===== src/tcp_chan.sv =====
package tcp_pkg;
    localparam int CH_N = 4;
    localparam int CNT_W = 16;
    localparam logic [7:0] OFS_TSC = 8'h00;
    localparam logic [7:0] OFS_CNT = 8'h04;
    localparam logic [7:0] OFS_MOD = 8'h08;
    localparam logic [7:0] OFS_CH_BASE = 8'h10;
    localparam logic [7:0] CH_STRIDE = 8'h08;
    localparam logic [7:0] CH_VAL_OFS = 8'h04;
    localparam logic [15:0] MOD_RST = 16'hffff;
    localparam logic [15:0] VAL_RST = 16'h0000;
    localparam logic [7:0] CS_RST = 8'h00;
    localparam int TSC_RUN = 0;
    localparam int TSC_TOIE = 1;
    localparam int TSC_TRST = 2;
    localparam int TSC_TOF = 7;
    localparam int CS_FLAG = 7;
    localparam int CS_IE = 6;
    localparam int CS_MSB = 5;
    localparam int CS_MSA = 4;
    localparam int CS_ELSB = 3;
    localparam int CS_ELSA = 2;
    localparam int CS_TOV = 1;
    localparam int CS_MAX = 0;
    localparam logic [1:0] ELS_OFF = 2'b00;
    localparam logic [1:0] ELS_TOGGLE = 2'b01;
    localparam logic [1:0] ELS_CLEAR = 2'b10;
    localparam logic [1:0] ELS_SET = 2'b11;
    localparam logic [1:0] RESP_OKAY = 2'b00;
    localparam logic [1:0] RESP_DECERR = 2'b11;
endpackage

module tcp_chan (
    input wire logic aclk,
    input wire logic aresetn,
    input wire logic ce,
    input wire logic tick,
    input wire logic ovf,
    input wire logic [tcp_pkg::CNT_W-1:0] cnt,
    input wire logic [tcp_pkg::CNT_W-1:0] cmp_val,
    input wire logic oc_mode,
    input wire logic [1:0] els,
    input wire logic tov,
    input wire logic max_duty,
    input wire logic drive_en,
    input wire logic pin_i,
    output logic pin_o,
    output logic pin_oe,
    output logic capture,
    output logic match
);
    import tcp_pkg::*;

    logic sync1_q, sync2_q, prev_q, pin_q;
    logic rise, fall;

    always_ff @(posedge aclk) begin
        if (!aresetn) begin
            sync1_q <= 1'b0;
            sync2_q <= 1'b0;
            prev_q <= 1'b0;
        end else if (ce) begin
            sync1_q <= pin_i;
            sync2_q <= sync1_q;
            prev_q <= sync2_q;
        end
    end

    assign rise = sync2_q & ~prev_q;
    assign fall = ~sync2_q & prev_q;
    // els 01 rising, 10 falling, 11 both, 00 capture off
    assign capture = ce & ~oc_mode & ((els[0] & rise) | (els[1] & fall));
    assign match = ce & oc_mode & tick & (cnt == cmp_val);

    always_ff @(posedge aclk) begin
        if (!aresetn) begin
            pin_q <= 1'b0;
        end else if (ce && oc_mode) begin
            if (max_duty) begin
                // forced to the pulse level: complement of the compare action
                pin_q <= (els == ELS_CLEAR);
            end else if (match) begin
                // compare wins over the overflow toggle when both land together
                unique case (els)
                    ELS_TOGGLE: pin_q <= ~pin_q;
                    ELS_CLEAR: pin_q <= 1'b0;
                    ELS_SET: pin_q <= 1'b1;
                    ELS_OFF: pin_q <= pin_q;
                endcase
            end else if (ovf && tov) begin
                pin_q <= ~pin_q;
            end
        end
    end

    assign pin_o = pin_q;
    assign pin_oe = oc_mode & drive_en & (els != ELS_OFF);
endmodule


===== src/tcp_timer.sv =====
// Function
// - on an active pin edge in capture mode, copy the counter into the value
// - software picks the active edge polarity per capture channel
// - a capture can raise a channel interrupt request
// - on compare match set, clear or toggle the pin as configured
// - a compare match can raise a channel interrupt request
// - unbuffered value writes take effect at once; passed values miss
// - compare request ends the pulse, overflow request ends the period
// - channel 0 link bit joins channels 0 and 1 onto pin 0
// - channel 2 link bit joins channels 2 and 3 onto pin 2
// - written inactive set takes control at the next overflow
// - linked: even register controls pair, odd ignored, odd pin released
// - toggle-on-overflow flips the pin when the counter rolls over from modulo
// - modulo 255 undivided gives a 256 clock PWM period
// - with 8-bit period, value 128 gives 50 percent duty
// - mode 01 unbuffered, 10 buffered; edge 10 clears, 11 sets
// - the link bit overrides the lower mode bit of that channel
// - no toggle gives 0 percent; max bit without toggle gives 100 percent
// - overflow flag sets when the counter rolls over from modulo
module tcp_timer #(
    parameter int ADDR_W = 8
) (
    input wire logic aclk,
    input wire logic aresetn,
    input wire logic ce,
    input wire logic [ADDR_W-1:0] awaddr,
    input wire logic awvalid,
    output logic awready,
    input wire logic [31:0] wdata,
    input wire logic [3:0] wstrb,
    input wire logic wvalid,
    output logic wready,
    output logic [1:0] bresp,
    output logic bvalid,
    input wire logic bready,
    input wire logic [ADDR_W-1:0] araddr,
    input wire logic arvalid,
    output logic arready,
    output logic [31:0] rdata,
    output logic [1:0] rresp,
    output logic rvalid,
    input wire logic rready,
    input wire logic [tcp_pkg::CH_N-1:0] pin_i,
    output logic [tcp_pkg::CH_N-1:0] pin_o,
    output logic [tcp_pkg::CH_N-1:0] pin_oe,
    output logic [tcp_pkg::CH_N-1:0] irq_ch,
    output logic irq_ovf
);
    import tcp_pkg::*;

    if (ADDR_W < 8) begin : g_chk
        $error("ADDR_W must be at least 8");
    end

    function automatic logic [7:0] cs_ofs(input int i);
        cs_ofs = 8'(OFS_CH_BASE + CH_STRIDE * i);
    endfunction

    function automatic logic mapped(input logic [ADDR_W-1:0] a);
        logic [7:0] lo;
        lo = a[7:0];
        mapped = ((a >> 8) == '0) && (lo[1:0] == 2'b00)
            && (lo == OFS_TSC || lo == OFS_CNT || lo == OFS_MOD
            || (lo >= OFS_CH_BASE && lo < cs_ofs(CH_N)));
    endfunction

    function automatic logic [15:0] merge16(input logic [15:0] old, input logic [31:0] d,
                                            input logic [3:0] s);
        merge16 = {s[1] ? d[15:8] : old[15:8], s[0] ? d[7:0] : old[7:0]};
    endfunction

    logic aw_have_q, w_have_q, bvalid_q, rvalid_q;
    logic [ADDR_W-1:0] awaddr_q;
    logic [31:0] wdata_q, rdata_q, rd_d;
    logic [3:0] wstrb_q;
    logic [1:0] bresp_q, rresp_q, rresp_d;
    logic wr_fire, wr_map, wr_tsc, wr_mod;
    logic [7:0] wa, ra;
    logic [CH_N-1:0] wr_cs, wr_val;

    logic run_q, toie_q, tof_q;
    logic [CNT_W-1:0] cnt_q, mod_q, cnt_nx;
    logic tick, ovf;
    logic [7:0] cs_q [CH_N];
    logic [CNT_W-1:0] val_q [CH_N];
    logic [CNT_W-1:0] cmp [CH_N];
    logic [1:0] ch_els [CH_N];
    logic [CH_N-1:0] oc, drv, cap, mt;
    logic [CH_N/2-1:0] pend_q, act_q, link;

    // write channel: address and data taken independently, any order
    assign awready = ce & ~aw_have_q;
    assign wready = ce & ~w_have_q;
    assign wr_fire = ce & aw_have_q & w_have_q & ~bvalid_q;

    always_ff @(posedge aclk) begin
        if (!aresetn) begin
            aw_have_q <= 1'b0;
            awaddr_q <= '0;
        end else if (ce) begin
            if (awvalid && awready) begin
                aw_have_q <= 1'b1;
                awaddr_q <= awaddr;
            end else if (wr_fire) begin
                aw_have_q <= 1'b0;
            end
        end
    end

    always_ff @(posedge aclk) begin
        if (!aresetn) begin
            w_have_q <= 1'b0;
            wdata_q <= '0;
            wstrb_q <= '0;
        end else if (ce) begin
            if (wvalid && wready) begin
                w_have_q <= 1'b1;
                wdata_q <= wdata;
                wstrb_q <= wstrb;
            end else if (wr_fire) begin
                w_have_q <= 1'b0;
            end
        end
    end

    always_ff @(posedge aclk) begin
        if (!aresetn) begin
            bvalid_q <= 1'b0;
            bresp_q <= RESP_OKAY;
        end else if (ce) begin
            if (wr_fire) begin
                bvalid_q <= 1'b1;
                bresp_q <= wr_map ? RESP_OKAY : RESP_DECERR;
            end else if (bready) begin
                bvalid_q <= 1'b0;
            end
        end
    end

    assign bvalid = bvalid_q;
    assign bresp = bresp_q;

    always_comb begin
        wa = awaddr_q[7:0];
        wr_map = mapped(awaddr_q);
        wr_tsc = wr_fire & wr_map & (wa == OFS_TSC) & wstrb_q[0];
        wr_mod = wr_fire & wr_map & (wa == OFS_MOD);
        for (int i = 0; i < CH_N; i++) begin
            wr_cs[i] = wr_fire & wr_map & (wa == cs_ofs(i)) & wstrb_q[0];
            wr_val[i] = wr_fire & wr_map & (wa == cs_ofs(i) + CH_VAL_OFS);
        end
    end

    // counter, modulo and overflow; no prescaler, one count per enabled clock
    assign tick = ce & run_q;
    assign ovf = tick & (cnt_q == mod_q);
    // compares see the count about to be taken, so the pin moves as it arrives
    assign cnt_nx = ovf ? '0 : cnt_q + CNT_W'(1);

    always_ff @(posedge aclk) begin
        if (!aresetn) begin
            run_q <= 1'b0;
            toie_q <= 1'b0;
            tof_q <= 1'b0;
            cnt_q <= '0;
            mod_q <= MOD_RST;
        end else if (ce) begin
            if (wr_tsc && wdata_q[TSC_TRST]) begin
                cnt_q <= '0;
            end else if (tick) begin
                cnt_q <= cnt_nx;
            end
            // set wins over a clear-by-writing-zero in the same cycle
            tof_q <= ovf | (tof_q & ~(wr_tsc & ~wdata_q[TSC_TOF]));
            if (wr_tsc) begin
                run_q <= wdata_q[TSC_RUN];
                toie_q <= wdata_q[TSC_TOIE];
            end
            if (wr_mod) begin
                mod_q <= merge16(mod_q, wdata_q, wstrb_q);
            end
        end
    end

    assign irq_ovf = tof_q & toie_q;

    // channel control/status and value registers
    always_ff @(posedge aclk) begin
        if (!aresetn) begin
            for (int i = 0; i < CH_N; i++) begin
                cs_q[i] <= CS_RST;
                val_q[i] <= VAL_RST;
            end
        end else if (ce) begin
            for (int i = 0; i < CH_N; i++) begin
                if (wr_cs[i]) begin
                    cs_q[i][6:0] <= wdata_q[6:0];
                    // link bit exists on even channels only
                    if (i % 2 == 1) begin
                        cs_q[i][CS_MSB] <= 1'b0;
                    end
                end
                cs_q[i][CS_FLAG] <= cap[i] | mt[i]
                    | (cs_q[i][CS_FLAG] & ~(wr_cs[i] & ~wdata_q[CS_FLAG]));
                if (cap[i]) begin
                    val_q[i] <= cnt_q;
                end else if (wr_val[i]) begin
                    val_q[i] <= merge16(val_q[i], wdata_q, wstrb_q);
                end
            end
        end
    end

    // pair buffering: last written set takes over at overflow
    always_ff @(posedge aclk) begin
        if (!aresetn) begin
            pend_q <= '0;
            act_q <= '0;
        end else if (ce) begin
            for (int p = 0; p < CH_N / 2; p++) begin
                if (!link[p]) begin
                    pend_q[p] <= 1'b0;
                    act_q[p] <= 1'b0;
                end else begin
                    if (wr_val[2*p+1]) begin
                        pend_q[p] <= 1'b1;
                    end else if (wr_val[2*p]) begin
                        pend_q[p] <= 1'b0;
                    end
                    if (ovf) begin
                        act_q[p] <= pend_q[p];
                    end
                end
            end
        end
    end

    for (genvar i = 0; i < CH_N; i++) begin : g_ch
        localparam int EV = i - i % 2;
        localparam bit ODD = (i % 2 == 1);
        if (!ODD) begin : g_link
            assign link[i/2] = cs_q[i][CS_MSB];
        end
        // odd channel of a linked pair goes idle and releases its pin
        assign oc[i] = ODD ? cs_q[i][CS_MSA] & ~link[i/2]
                           : link[i/2] | cs_q[i][CS_MSA];
        assign ch_els[i] = (ODD && link[i/2]) ? ELS_OFF : cs_q[i][CS_ELSB:CS_ELSA];
        assign drv[i] = !(ODD && link[i/2]);
        assign cmp[i] = (!ODD && link[i/2] && act_q[i/2]) ? val_q[EV+1] : val_q[i];
        assign irq_ch[i] = cs_q[i][CS_FLAG] & cs_q[i][CS_IE];

        tcp_chan u_chan (
            .aclk(aclk),
            .aresetn(aresetn),
            .ce(ce),
            .tick(tick),
            .ovf(ovf),
            .cnt(cnt_nx),
            .cmp_val(cmp[i]),
            .oc_mode(oc[i]),
            .els(ch_els[i]),
            .tov(cs_q[i][CS_TOV] & (ODD ? ~link[i/2] : 1'b1)),
            .max_duty(cs_q[i][CS_MAX] & ~cs_q[i][CS_TOV]),
            .drive_en(drv[i]),
            .pin_i(pin_i[i]),
            .pin_o(pin_o[i]),
            .pin_oe(pin_oe[i]),
            .capture(cap[i]),
            .match(mt[i])
        );
    end

    // read channel, one outstanding read, data registered
    assign arready = ce & ~rvalid_q;

    always_comb begin
        ra = araddr[7:0];
        rd_d = '0;
        rresp_d = RESP_OKAY;
        if (!mapped(araddr)) begin
            rresp_d = RESP_DECERR;
        end else if (ra == OFS_TSC) begin
            rd_d[TSC_TOF] = tof_q;
            rd_d[TSC_TOIE] = toie_q;
            rd_d[TSC_RUN] = run_q;
        end else if (ra == OFS_CNT) begin
            rd_d[15:0] = cnt_q;
        end else if (ra == OFS_MOD) begin
            rd_d[15:0] = mod_q;
        end else begin
            for (int i = 0; i < CH_N; i++) begin
                if (ra == cs_ofs(i)) begin
                    rd_d[7:0] = cs_q[i];
                end
                if (ra == cs_ofs(i) + CH_VAL_OFS) begin
                    rd_d[15:0] = val_q[i];
                end
            end
        end
    end

    always_ff @(posedge aclk) begin
        if (!aresetn) begin
            rvalid_q <= 1'b0;
            rdata_q <= '0;
            rresp_q <= RESP_OKAY;
        end else if (ce) begin
            if (arvalid && arready) begin
                rvalid_q <= 1'b1;
                rdata_q <= rd_d;
                rresp_q <= rresp_d;
            end else if (rready) begin
                rvalid_q <= 1'b0;
            end
        end
    end

    assign rvalid = rvalid_q;
    assign rdata = rdata_q;
    assign rresp = rresp_q;
endmodule


===== config.mk =====
export PLATFORM = sky130hd
export DESIGN_NAME = tcp_timer
export DESIGN_NICKNAME = d
export VERILOG_FILES = /design/src/tcp_chan.sv /design/src/tcp_timer.sv
export SDC_FILE = /design/constraint.sdc
export NUM_CORES = 1
export LEC_CHECK = 0
export BUFFER_PORTS_ARGS = -buffer_cell sky130_fd_sc_hd__buf_4
export CAP_MARGIN = 0
export CORE_AREA = 2 2 284 174
export DETAILED_ROUTE_END_ITERATION = 8
export DIE_AREA = 0 0 286 176
export GPL_TIMING_DRIVEN = 0
export PLACE_DENSITY_LB_ADDON = 0.15
export SLEW_MARGIN = 20
export SYNTH_ARGS = -nofsm -noshare
export SYNTH_HDL_FRONTEND = slang
export SYNTH_SLANG_ARGS = --single-unit

===== constraint.sdc =====
create_clock -name aclk -period 2.9 [get_ports aclk]
set_input_delay 0.145 -clock aclk [delete_from_list [all_inputs] [get_ports aclk]]
set_output_delay 0.145 -clock aclk [all_outputs]
set_load 0.1 [all_outputs]

[Word level (Yosys, flattened, before mapping)]
Memories as Yosys holds them, arrays and structs flattened.
Index checks and enable logic that the tools add are counted.
Cells by class
  add/sub/neg operators: 1
  order comparisons: 4
  equal/unequal tests: 45
  multiplexer cells: 143
  bitwise operators: 154
  reductions and logical operators: 67
Operators with widths (number)
  $mux 16: 24
  $mux 8: 13
  $mux 1: 92
  $and 1x1->1: 89
  $eq 16x16->1: 5
  $eq 8x5->1 const B: 8
  $eq 8x6->1 const B: 8
  $or 1x1->1: 33
  $not 1->1: 32
  $mux 7: 4
  $reduce_and 2->1: 14
  $logic_and 1x1->1: 18
  $reduce_and 3->1: 6
  $reduce_bool 2->1: 9
  $add 16x1->16 const B: 1
  $eq 2x2->1 const B: 8
  $eq 8x3->1 const B: 2
  $eq 8x4->1 const B: 2
  $ge 8x5->1 const B: 2
  $logic_not 8->1: 2
  $lt 8x6->1 const B: 2
  $logic_not 2->1: 6
  $ne 3x2->1 const B: 4
  $pmux 1 s3: 4
  8 further kinds: 26
Storage, ports and cells
  register bits after elaboration: 105
  RAM bits: 96
  input port bits: 64
  output and inout port bits: 54
  logic and storage cells: 452
  memories: 2
Memories
  val_q: depth 4, width 16, read ports 4, clocked after memory_dff 0, wr ports 4, RTL line tcp_timer.sv:85  | logic [CNT_W-1:0] val_q [CH_N];
  cs_q: depth 4, width 8, read ports 4, clocked after memory_dff 0, wr ports 4, RTL line tcp_timer.sv:84  | logic [7:0] cs_q [CH_N];

[Depth between registers and ports, before layout]
Gate-level depths: netlist of the first run.
  depth in word-level cells: 17
  gate-level depth with buffers: 11
  gate-level depth less buffers: 10

[By module]
From an unflattened synthesis of the first run, not the netlist that was laid out.
Unflattened totals
  cell total of the unflattened synthesis: 1340
  area, all modules: 12130.4 µm²
Modules (own cells, without submodules)
  tcp_timer: times used 1, cells each 1124, area each 10208.5 µm², sequential area each 4564.4 µm²
  tcp_chan: times used 4, cells each 54, area each 480.5 µm², sequential area each 80.1 µm²

[Least setup slack after synthesis of the first run]
No wires, ideal clock.
  kind: register to register
  start: register rvalid_q, in the netlist rvalid
  end: register rdata_q[6], in the netlist rdata[6]
  library setup time: 0.070 ns
  data arrival time: 3.834 ns
  required time: 2.830 ns
  setup slack: -1.004 ns
  cell stages (with the launch flop): 8
  path buffers: 1
  clock period less this slack: 3.904 ns
  cells stage by stage: dfxtp_1 > nor2b_1 > nand2_1 > nor4_1 > and2_1 > clkbuf_1 > o21ai_0 > a21oi_1
Between the ends
  longest elaborated chain between the ends: 4
Ends and longest elaborated chain
  start, declared: RTL line tcp_timer.sv:72  | logic aw_have_q, w_have_q, bvalid_q, rvalid_q;
  start signal, assigned: RTL line tcp_timer.sv:304  | rvalid_q <= 1'b0;
  start signal, assigned: RTL line tcp_timer.sv:309  | rvalid_q <= 1'b1;
  start signal, assigned: RTL line tcp_timer.sv:313  | rvalid_q <= 1'b0;
  $not 1->1: RTL line tcp_timer.sv:274  | assign arready = ce & ~rvalid_q;
  $and 1x1->1: RTL line tcp_timer.sv:274
  via arready: RTL line tcp_timer.sv:38  | output logic arready,
  $logic_and 1x1->1: RTL line tcp_timer.sv:308  | if (arvalid && arready) begin
  $reduce_and 2->1 (no source line)
  end signal, assigned: RTL line tcp_timer.sv:310  | rdata_q <= rd_d;
  end, declared: RTL line tcp_timer.sv:74  | logic [31:0] wdata_q, rdata_q, rd_d;
The timed path passes the listed nets, and every way through them passes these cells.
A chain may end at the register's enable or synchronous reset.

[Worst setup path in the final report of the first run]
  start: register cnt_q[3]
  end: register g_ch[2].u_chan.pin_q
Between the ends
  longest elaborated chain between the ends: 7
  elaborated cells on any way between the ends: 12
  those cells by class: add/sub: 1; eq/ne: 3; mux: 3; bitwise: 2; reduce/logical: 3
Ends and longest elaborated chain
  start, declared: RTL line tcp_timer.sv:82  | logic [CNT_W-1:0] cnt_q, mod_q, cnt_nx;
  start signal, assigned: RTL line tcp_timer.sv:171  | cnt_q <= cnt_nx;
  parallel branches: the longest is 7 deep, another holds $add 16x1->16
  end signal, assigned: RTL line tcp_chan.sv:81  | pin_q <= (els == ELS_CLEAR);
  end signal, assigned: RTL line tcp_chan.sv:85  | ELS_TOGGLE: pin_q <= ~pin_q;
  end signal, assigned: RTL line tcp_chan.sv:88  | ELS_OFF: pin_q <= pin_q;
  end, declared: RTL line tcp_chan.sv:54  | logic sync1_q, sync2_q, prev_q, pin_q;
Several ways; the timed one is not identified.

==> run metrics, run 1 <==
Netlist cell types between 80 and 90; CP most frequent cell buf_4; asr flop ratio synth 0%; slowest CP cell or4_1; chip height roughly 180 um; largest net degree at the start of global routing 20; total number of yosys warnings 0; gpl congestion roughly 1.0; post-synthesis register bit count 197; IO buf count 79; post-synth top area cell edfxtp_1; Fin Clk Skew around 17 ps; 1st-pass router iterations 6; TritonCTS buffer count 17; wire length per cell between 20 and 30 um; Initial Utilization approximately a quarter; Clk pin slew, worst setup/hold paths ~80 ps; Via density around 5.6; outcome finished with violations; Final ANT Viol Nets 0; number of synthesized flops with an enable pin 94; Synth Area in Simple Gates 23.4%; Slew @ Worst Pin ~1100 ps; worst skew pair latency about 480 ps; share of cells above drive strength 1 a little over a quarter; top post-synthesis cells by area edfxtp_1, dfxtp_1, nand2_1; Final Hold Fails 0; required time worst endpoint between 3000 and 4000 ps; Total GRT Usage roughly a quarter; top-area cell type share of the netlist area between 20% and 30%; Post-Place Cell Area roughly 13000 um2; failing checks negative setup slack; Die ar. ~50000 um2; Syn Std Cell Area about 12000 um2; Peak VDD IR about 400 uV; crit path DAT 3620 ps; worst slack, placed -1340 ps; Final min period between 3000 and 4000 ps; NumNets Final about 1.6k; initial antenna violation count 3; RSZ-0062 raised after global routing true; mux share of post-synthesis cell area 4.49%; Rows 62; post-route setup slack -350 ps; Remaining DRCs 0; CP Cell Sequence buf_4, nand4_4, buf_4, nor3_4, nor3_1, a211o_1, a211oi_2, nand4_1, buf_6, or4_1, and3_4, o41ai_2; Fillers a little under 5k; Fin Setup TNS -1770 ps; CTS sink cnt between 150 and 200; Final Cycle Share 112%; Post-Synth Adder-Cell Area less than 1%; CTS tree yes; vias in the first global route 11.4k; Avg Synthesized Cell Area 8.90 um2; Final Max Slew Viols 0; I/O Pins between 100 and 150; f_max 0.308 GHz; Core Area ~47000 um2; register area 4910 um2; DP HPWL roughly 47 mm; worst min path class in -> reg; kind of critical path reg -> reg; maxcap violations 0; crit start category flop; CP max FO 6; kind of cell adding the most delay to the critical path simple AND/OR/NAND/NOR gates; Synth Area in Compound Gates between 20% and 30%; Post-Syn Instances 1331; Final Cell Area 16100 um2; Max-Slew Margin vs Limit 28.7%; hold slack 98.2 ps; first-pass GRT wire length around 86 mm; Initial DRC Count 1502; static leakage power 0.00613 uW; main combinational cell family by area after synthesis simple AND/OR/NAND/NOR gates; Remaining Overflow, GRT 0; register area share after synthesis 41.2%; CP bufs+invs 3; Max clock buf depth 2; H-tree Lvls 4; # setup viols final 8; final core utilization around 34%; Area Overhead vs Synth 36.0%; DRT Wirelength about 62 mm; Post-Synth XOR/XNOR Area 3.89%; Power Dens Cells about 400 nW/um2; CTS Root Buffer Type clkbuf_16; Worst Setup End Kind flop; Main synth FF type dfxtp_1; area of the multi-input gates about 7300 um2; Crit path largest cell delay slightly below 500 ps; via count roughly 12k; Die W 286 um
-- per-layer routing --
metal | GRT usage [%] | vias to the layer above | share of wire [%]
li1 | - | 5432 | -
met1 | 37.3 | 6137 | 48
met2 | 29.5 | 778 | 36
met3 | 10.8 | 54 | 14
met4 | 4.19 | 0 | 1.1
met5 | 0 | - | 0
-- through the flow --
step | power [uW] | cells
3_5_place_dp | 3840 | 2067
6_report | 6390 | 2220
3_3_place_gp | 3840 | 2065
5_1_grt | 6560 | 2218
4_1_cts | 6400 | 2185
2_1_floorplan | 3560 | 1346
-- state kept, by name, summed over array words and instances, names as in the netlist, 2 cells and up --
name,count
act_q,2
awaddr_q,8
cnt_q,16
cs_q,30
g_ch.u_chan.pin_o,4
g_ch.u_chan.prev_q,4
g_ch.u_chan.sync1_q,4
g_ch.u_chan.sync2_q,4
mod_q,16
pend_q,2
rdata,16
val_q,64
wdata_q,16
wstrb_q,2
-- logic make-up (layout without fill, tap and decap cells) --
logic type | after synthesis | after routing
AND/OR/NAND/NOR | 541 | 541
AO/OA/AOI/OAI | 363 | 363
flip-flops | 197 | 197
buffers and inverters | 130 | 360
multiplexers | 52 | 52
XOR/XNOR | 46 | 46
adder cells (fa/ha/maj) | 1 | 1
other | 1 | 20
-- worst register-to-register path, cell delays in order, from the launching register on --
cell      delay (ps)
dfxtp_4          380
buf_4            120
nand4_4          160
buf_4            180
nor3_4           370
nor3_1           130
a211o_1          300
a211oi_2         280
nand4_1          150
buf_6            160
or4_1            490
and3_4           180
o41ai_2          260
-- synth_stat cells (all sizes together) (4+ instances only) --
cell type,number
nand2,158
nor2,120
dfxtp,103
edfxtp,94
clkbuf,69
a21oi,68
a22oi,68
nand3,55
a22o,50
buf,49
o21ai,47
and2,46
mux2i,43
o22ai,33
nor3,26
xor2,25
nor4,24
xnor2,19
nand4,18
nand2b,15
and3,14
nand3b,14
a31oi,13
inv,12
nor2b,12
a211oi,10
mux2,9
or4,8
a211o,6
or2,6
a21boi,5
a221oi,5
and4,5
nor4b,5
or3,5
a222oi,4
a32oi,4
o211ai,4
o31ai,4
-- layout make-up --
type	count	area share, %
Multi-Input combinational cell	1019	45.1
Clock buffer	19	2.82
Tap cell	640	4.97
Sequential cell	197	30.5
Clock inverter	13	0.870
Timing Repair Buffer	205	10.9
Buffer	111	4.47
Antenna cell	4	0.0622
Inverter	12	0.280
-- path summary, 6_finish.rpt --
path | startpoint | to | slack (ps) | cells past startpoint
max | cnt_q[3] | g_ch[2].u_chan.pin_o | -350 | 12
min | awvalid | awaddr_q[4] | 100 | 3
max reg2reg | cnt_q[3] | g_ch[2].u_chan.pin_o | -350 | 12
min reg2reg | awaddr_q[7] | awaddr_q[7] | 460 | 2
-- where the power goes --
group,switching (uW),internal [uW]
clock network,1320,1200
registers,140,2980
logic,516,235
total,1980,4410
-- cell usage in the layout, fill, tap and decap left out, drive strengths merged, types with 6 or more instances in the layout --
| cell | count |
|---|---|
| a211o | 6 |
| a211oi | 10 |
| a21oi | 68 |
| a22o | 50 |
| a22oi | 68 |
| a31oi | 13 |
| and2 | 46 |
| and3 | 14 |
| buf | 223 |
| clkbuf | 79 |
| clkinv | 8 |
| conb | 16 |
| dfxtp | 103 |
| dlygate4sd3 | 33 |
| edfxtp | 94 |
| inv | 17 |
| mux2 | 9 |
| mux2i | 43 |
| nand2 | 158 |
| nand2b | 15 |
| nand3 | 55 |
| nand3b | 14 |
| nand4 | 18 |
| nor2 | 120 |
| nor2b | 12 |
| nor3 | 26 |
| nor4 | 24 |
| o21ai | 47 |
| o22ai | 33 |
| or2 | 6 |
| or4 | 8 |
| xnor2 | 19 |
| xor2 | 25 |
-- repair_timing --
| action | in CTS | in global routing |
|---|---|---|
| hold buffers | 33 | 0 |
| endpoints found under the hold margin | 33 | 0 |
| endpoints found under the setup margin | 156 | 101 |
| buffers inserted | 59 | 33 |
| pin swaps | 58 | 32 |
| gates resized for setup | 175 | 65 |
Note: power is estimated with default switching activity, not from simulation.
==> inputs of run 2 (changes only) <==
Settings changed: CELL_PAD_IN_SITES_DETAIL_PLACEMENT from default to 2, CELL_PAD_IN_SITES_GLOBAL_PLACEMENT from default to 2.
==> run metrics, run 2 (synthesis gave the netlist of run 1 again) <==
Final min period 3230 ps; crit path DAT between 3000 and 4000 ps; vias in the first global route roughly 13k; reg2reg setup slack -330 ps; Hold Path Cell Cnt 3; crit start category flop; most common cell after layout, fill and taps aside buf_4; IO buf count 79; DP HPWL approximately 52 mm; final core utilization a little over a third; first-pass GRT wire length 97.7 mm; top layer in use met5; CTS Root Buffer Type clkbuf_16; Max clock buf depth 2; Final Hold Fails 0; CTS tree yes; r2r startpoint cnt_q[3]; CTS sink cnt 197; total power around 6500 uW; Met3 Wirelength approximately 6.9 mm; failing checks negative setup slack; Fillers 5260; kind of cell adding the most delay to the critical path simple AND/OR/NAND/NOR gates; chip height about 180 um; Total GRT Usage 27.6%; CP most frequent cell buf_12; HP Start awvalid; diode count 0; wire length per cell 31.3 um; Power Dens Cells 388 nW/um2; final std cells w/o fill 2243; Peak VDD IR roughly 340 uV; Worst Setup End Kind flop; Final Cycle Share 111%; worst min path class in -> reg; Top Registers val_q (64), cs_q (30); largest register by flop count val_q; share of cells above drive strength 1 around 30%; Die W 286 um; gpl congestion 0.941; RR Endpoint g_ch[1].u_chan.pin_o; outcome finished with violations; 1st-pass router iterations 5; required time worst endpoint between 3000 and 4000 ps; worst skew pair latency slightly below 500 ps; H-tree Lvls 4; Crit path largest cell delay around 570 ps; CP Cell Sequence buf_12, xnor2_4, or4b_4, buf_12, or3_4, nor2_4, buf_12, nor4_2, o22ai_2, o311ai_1, a31o_2, a21oi_1; post-route setup slack -327 ps; M1 WL about 35 mm; kind of critical path reg -> reg; Largest register FFs 64; commonest non-fill, non-tap cells in the layout buf_4, nand2_1, nor2_1, edfxtp_1, dfxtp_1; Max-Slew Margin vs Limit approximately 7.4%; Hold Crit Endpoint awaddr_q[7]; post-placement cell count around 2.1k; Final ANT Viol Nets 0; Die ar. 50300 um2; f_max ~0.31 GHz; Area Overhead vs Synth 40.3%; Final Max Slew Viols 0; Rows 62; TritonCTS buffer count 17; I/O Pins around 120; NumNets Final between 1.5k and 2k; via count 12.8k; slowest CP cell or4b_4; largest net degree at the start of global routing 21; Remaining Overflow, GRT 0; static leakage power 0.00635 uW; Remaining DRCs 0; Via density 5.71; Core Area about 47000 um2; Slew @ Worst Pin 1380 ps; # setup viols final 9; RSZ-0062 raised after global routing true; DRT Wirelength 70.2 mm; Fin Clk Skew between 15 and 20 ps; CP bufs+invs 3; maxcap violations 0; WL met2 about 28 mm; Initial Utilization 24.9%; CP max FO 7; Clk pin slew, worst setup/hold paths 80 ps; Initial DRC Count roughly 1.6k; initial antenna violation count 6; R2R cell count 12
==> run 2: final cells by class <==
class / instances / area, um2 / area share (%)
Clock inverter: 13 / 163 / 0.979
Inverter: 12 / 48.8 / 0.294
Buffer: 109 / 723 / 4.35
Sequential cell: 197 / 4920 / 29.6
Multi-Input combinational cell: 1019 / 7490 / 45.1
Timing Repair Buffer: 234 / 2040 / 12.3
Tap cell: 640 / 801 / 4.82
Clock buffer: 19 / 433 / 2.60
==> run 2: power by group <==
part | internal (uW) | switching, uW
registers | 2980 | 131
clock network | 1240 | 1330
logic | 237 | 536
==> run 2: worst max path at each step <==
| stage | start | depth (start not counted) | end |
|---|---|---|---|
| 2_1_floorplan | cnt_q[13] | 10 | g_ch[2].u_chan.pin_o |
| 3_3_place_gp | araddr[5] | 8 | rdata[6] |
| 3_5_place_dp | cs_q[2][5] | 8 | val_q[2][13] |
| 4_1_cts | cnt_q[4] | 12 | g_ch[2].u_chan.pin_o |
| 5_1_grt | cnt_q[0] | 11 | g_ch[1].u_chan.pin_o |
| 6_report | cnt_q[3] | 12 | g_ch[1].u_chan.pin_o |
==> run 2: routing by layer <==
layer	vias up	GRT usage [%]
li1	5471	-
met1	6670	43.3
met2	609	37.5
met3	55	6.90
met4	4	4.69
met5	-	0
==> run 2: timing repair <==
| action | in CTS | in global routing |
|---|---|---|
| pin swaps | 66 | 27 |
| cloned | 0 | 1 |
| setup endpoints to repair | 159 | 132 |
| buffers inserted | 98 | 20 |
| hold buffers | 33 | 0 |
| hold endpoints to repair | 33 | 0 |
| resized for setup | 210 | 88 |
==> run 2: tightest hold or removal path: cells and delay by family <==
kind / cells / cell delay [ps]
AO/OA/AOI/OAI: 1 / 50
buffers and inverters: 1 / 220
AND/OR/NAND/NOR: 1 / 150
==> run 2: stage by stage <==
| stage | TNS, ps | setup WS (ps) | cell area [um2] | hold WS [ps] |
|---|---|---|---|---|
| after global placement | -103430 | -1420 | 13400 | 384 |
| after global routing | -2830 | -439 | 16600 | 150 |
| final | -2050 | -327 | 16600 | 131 |
| after CTS | -1060 | -247 | 16100 | 40.8 |
| after detailed placement | -85650 | -1350 | 13400 | 398 |
| after floorplan | 0 | 11.3 | 12000 | 281 |
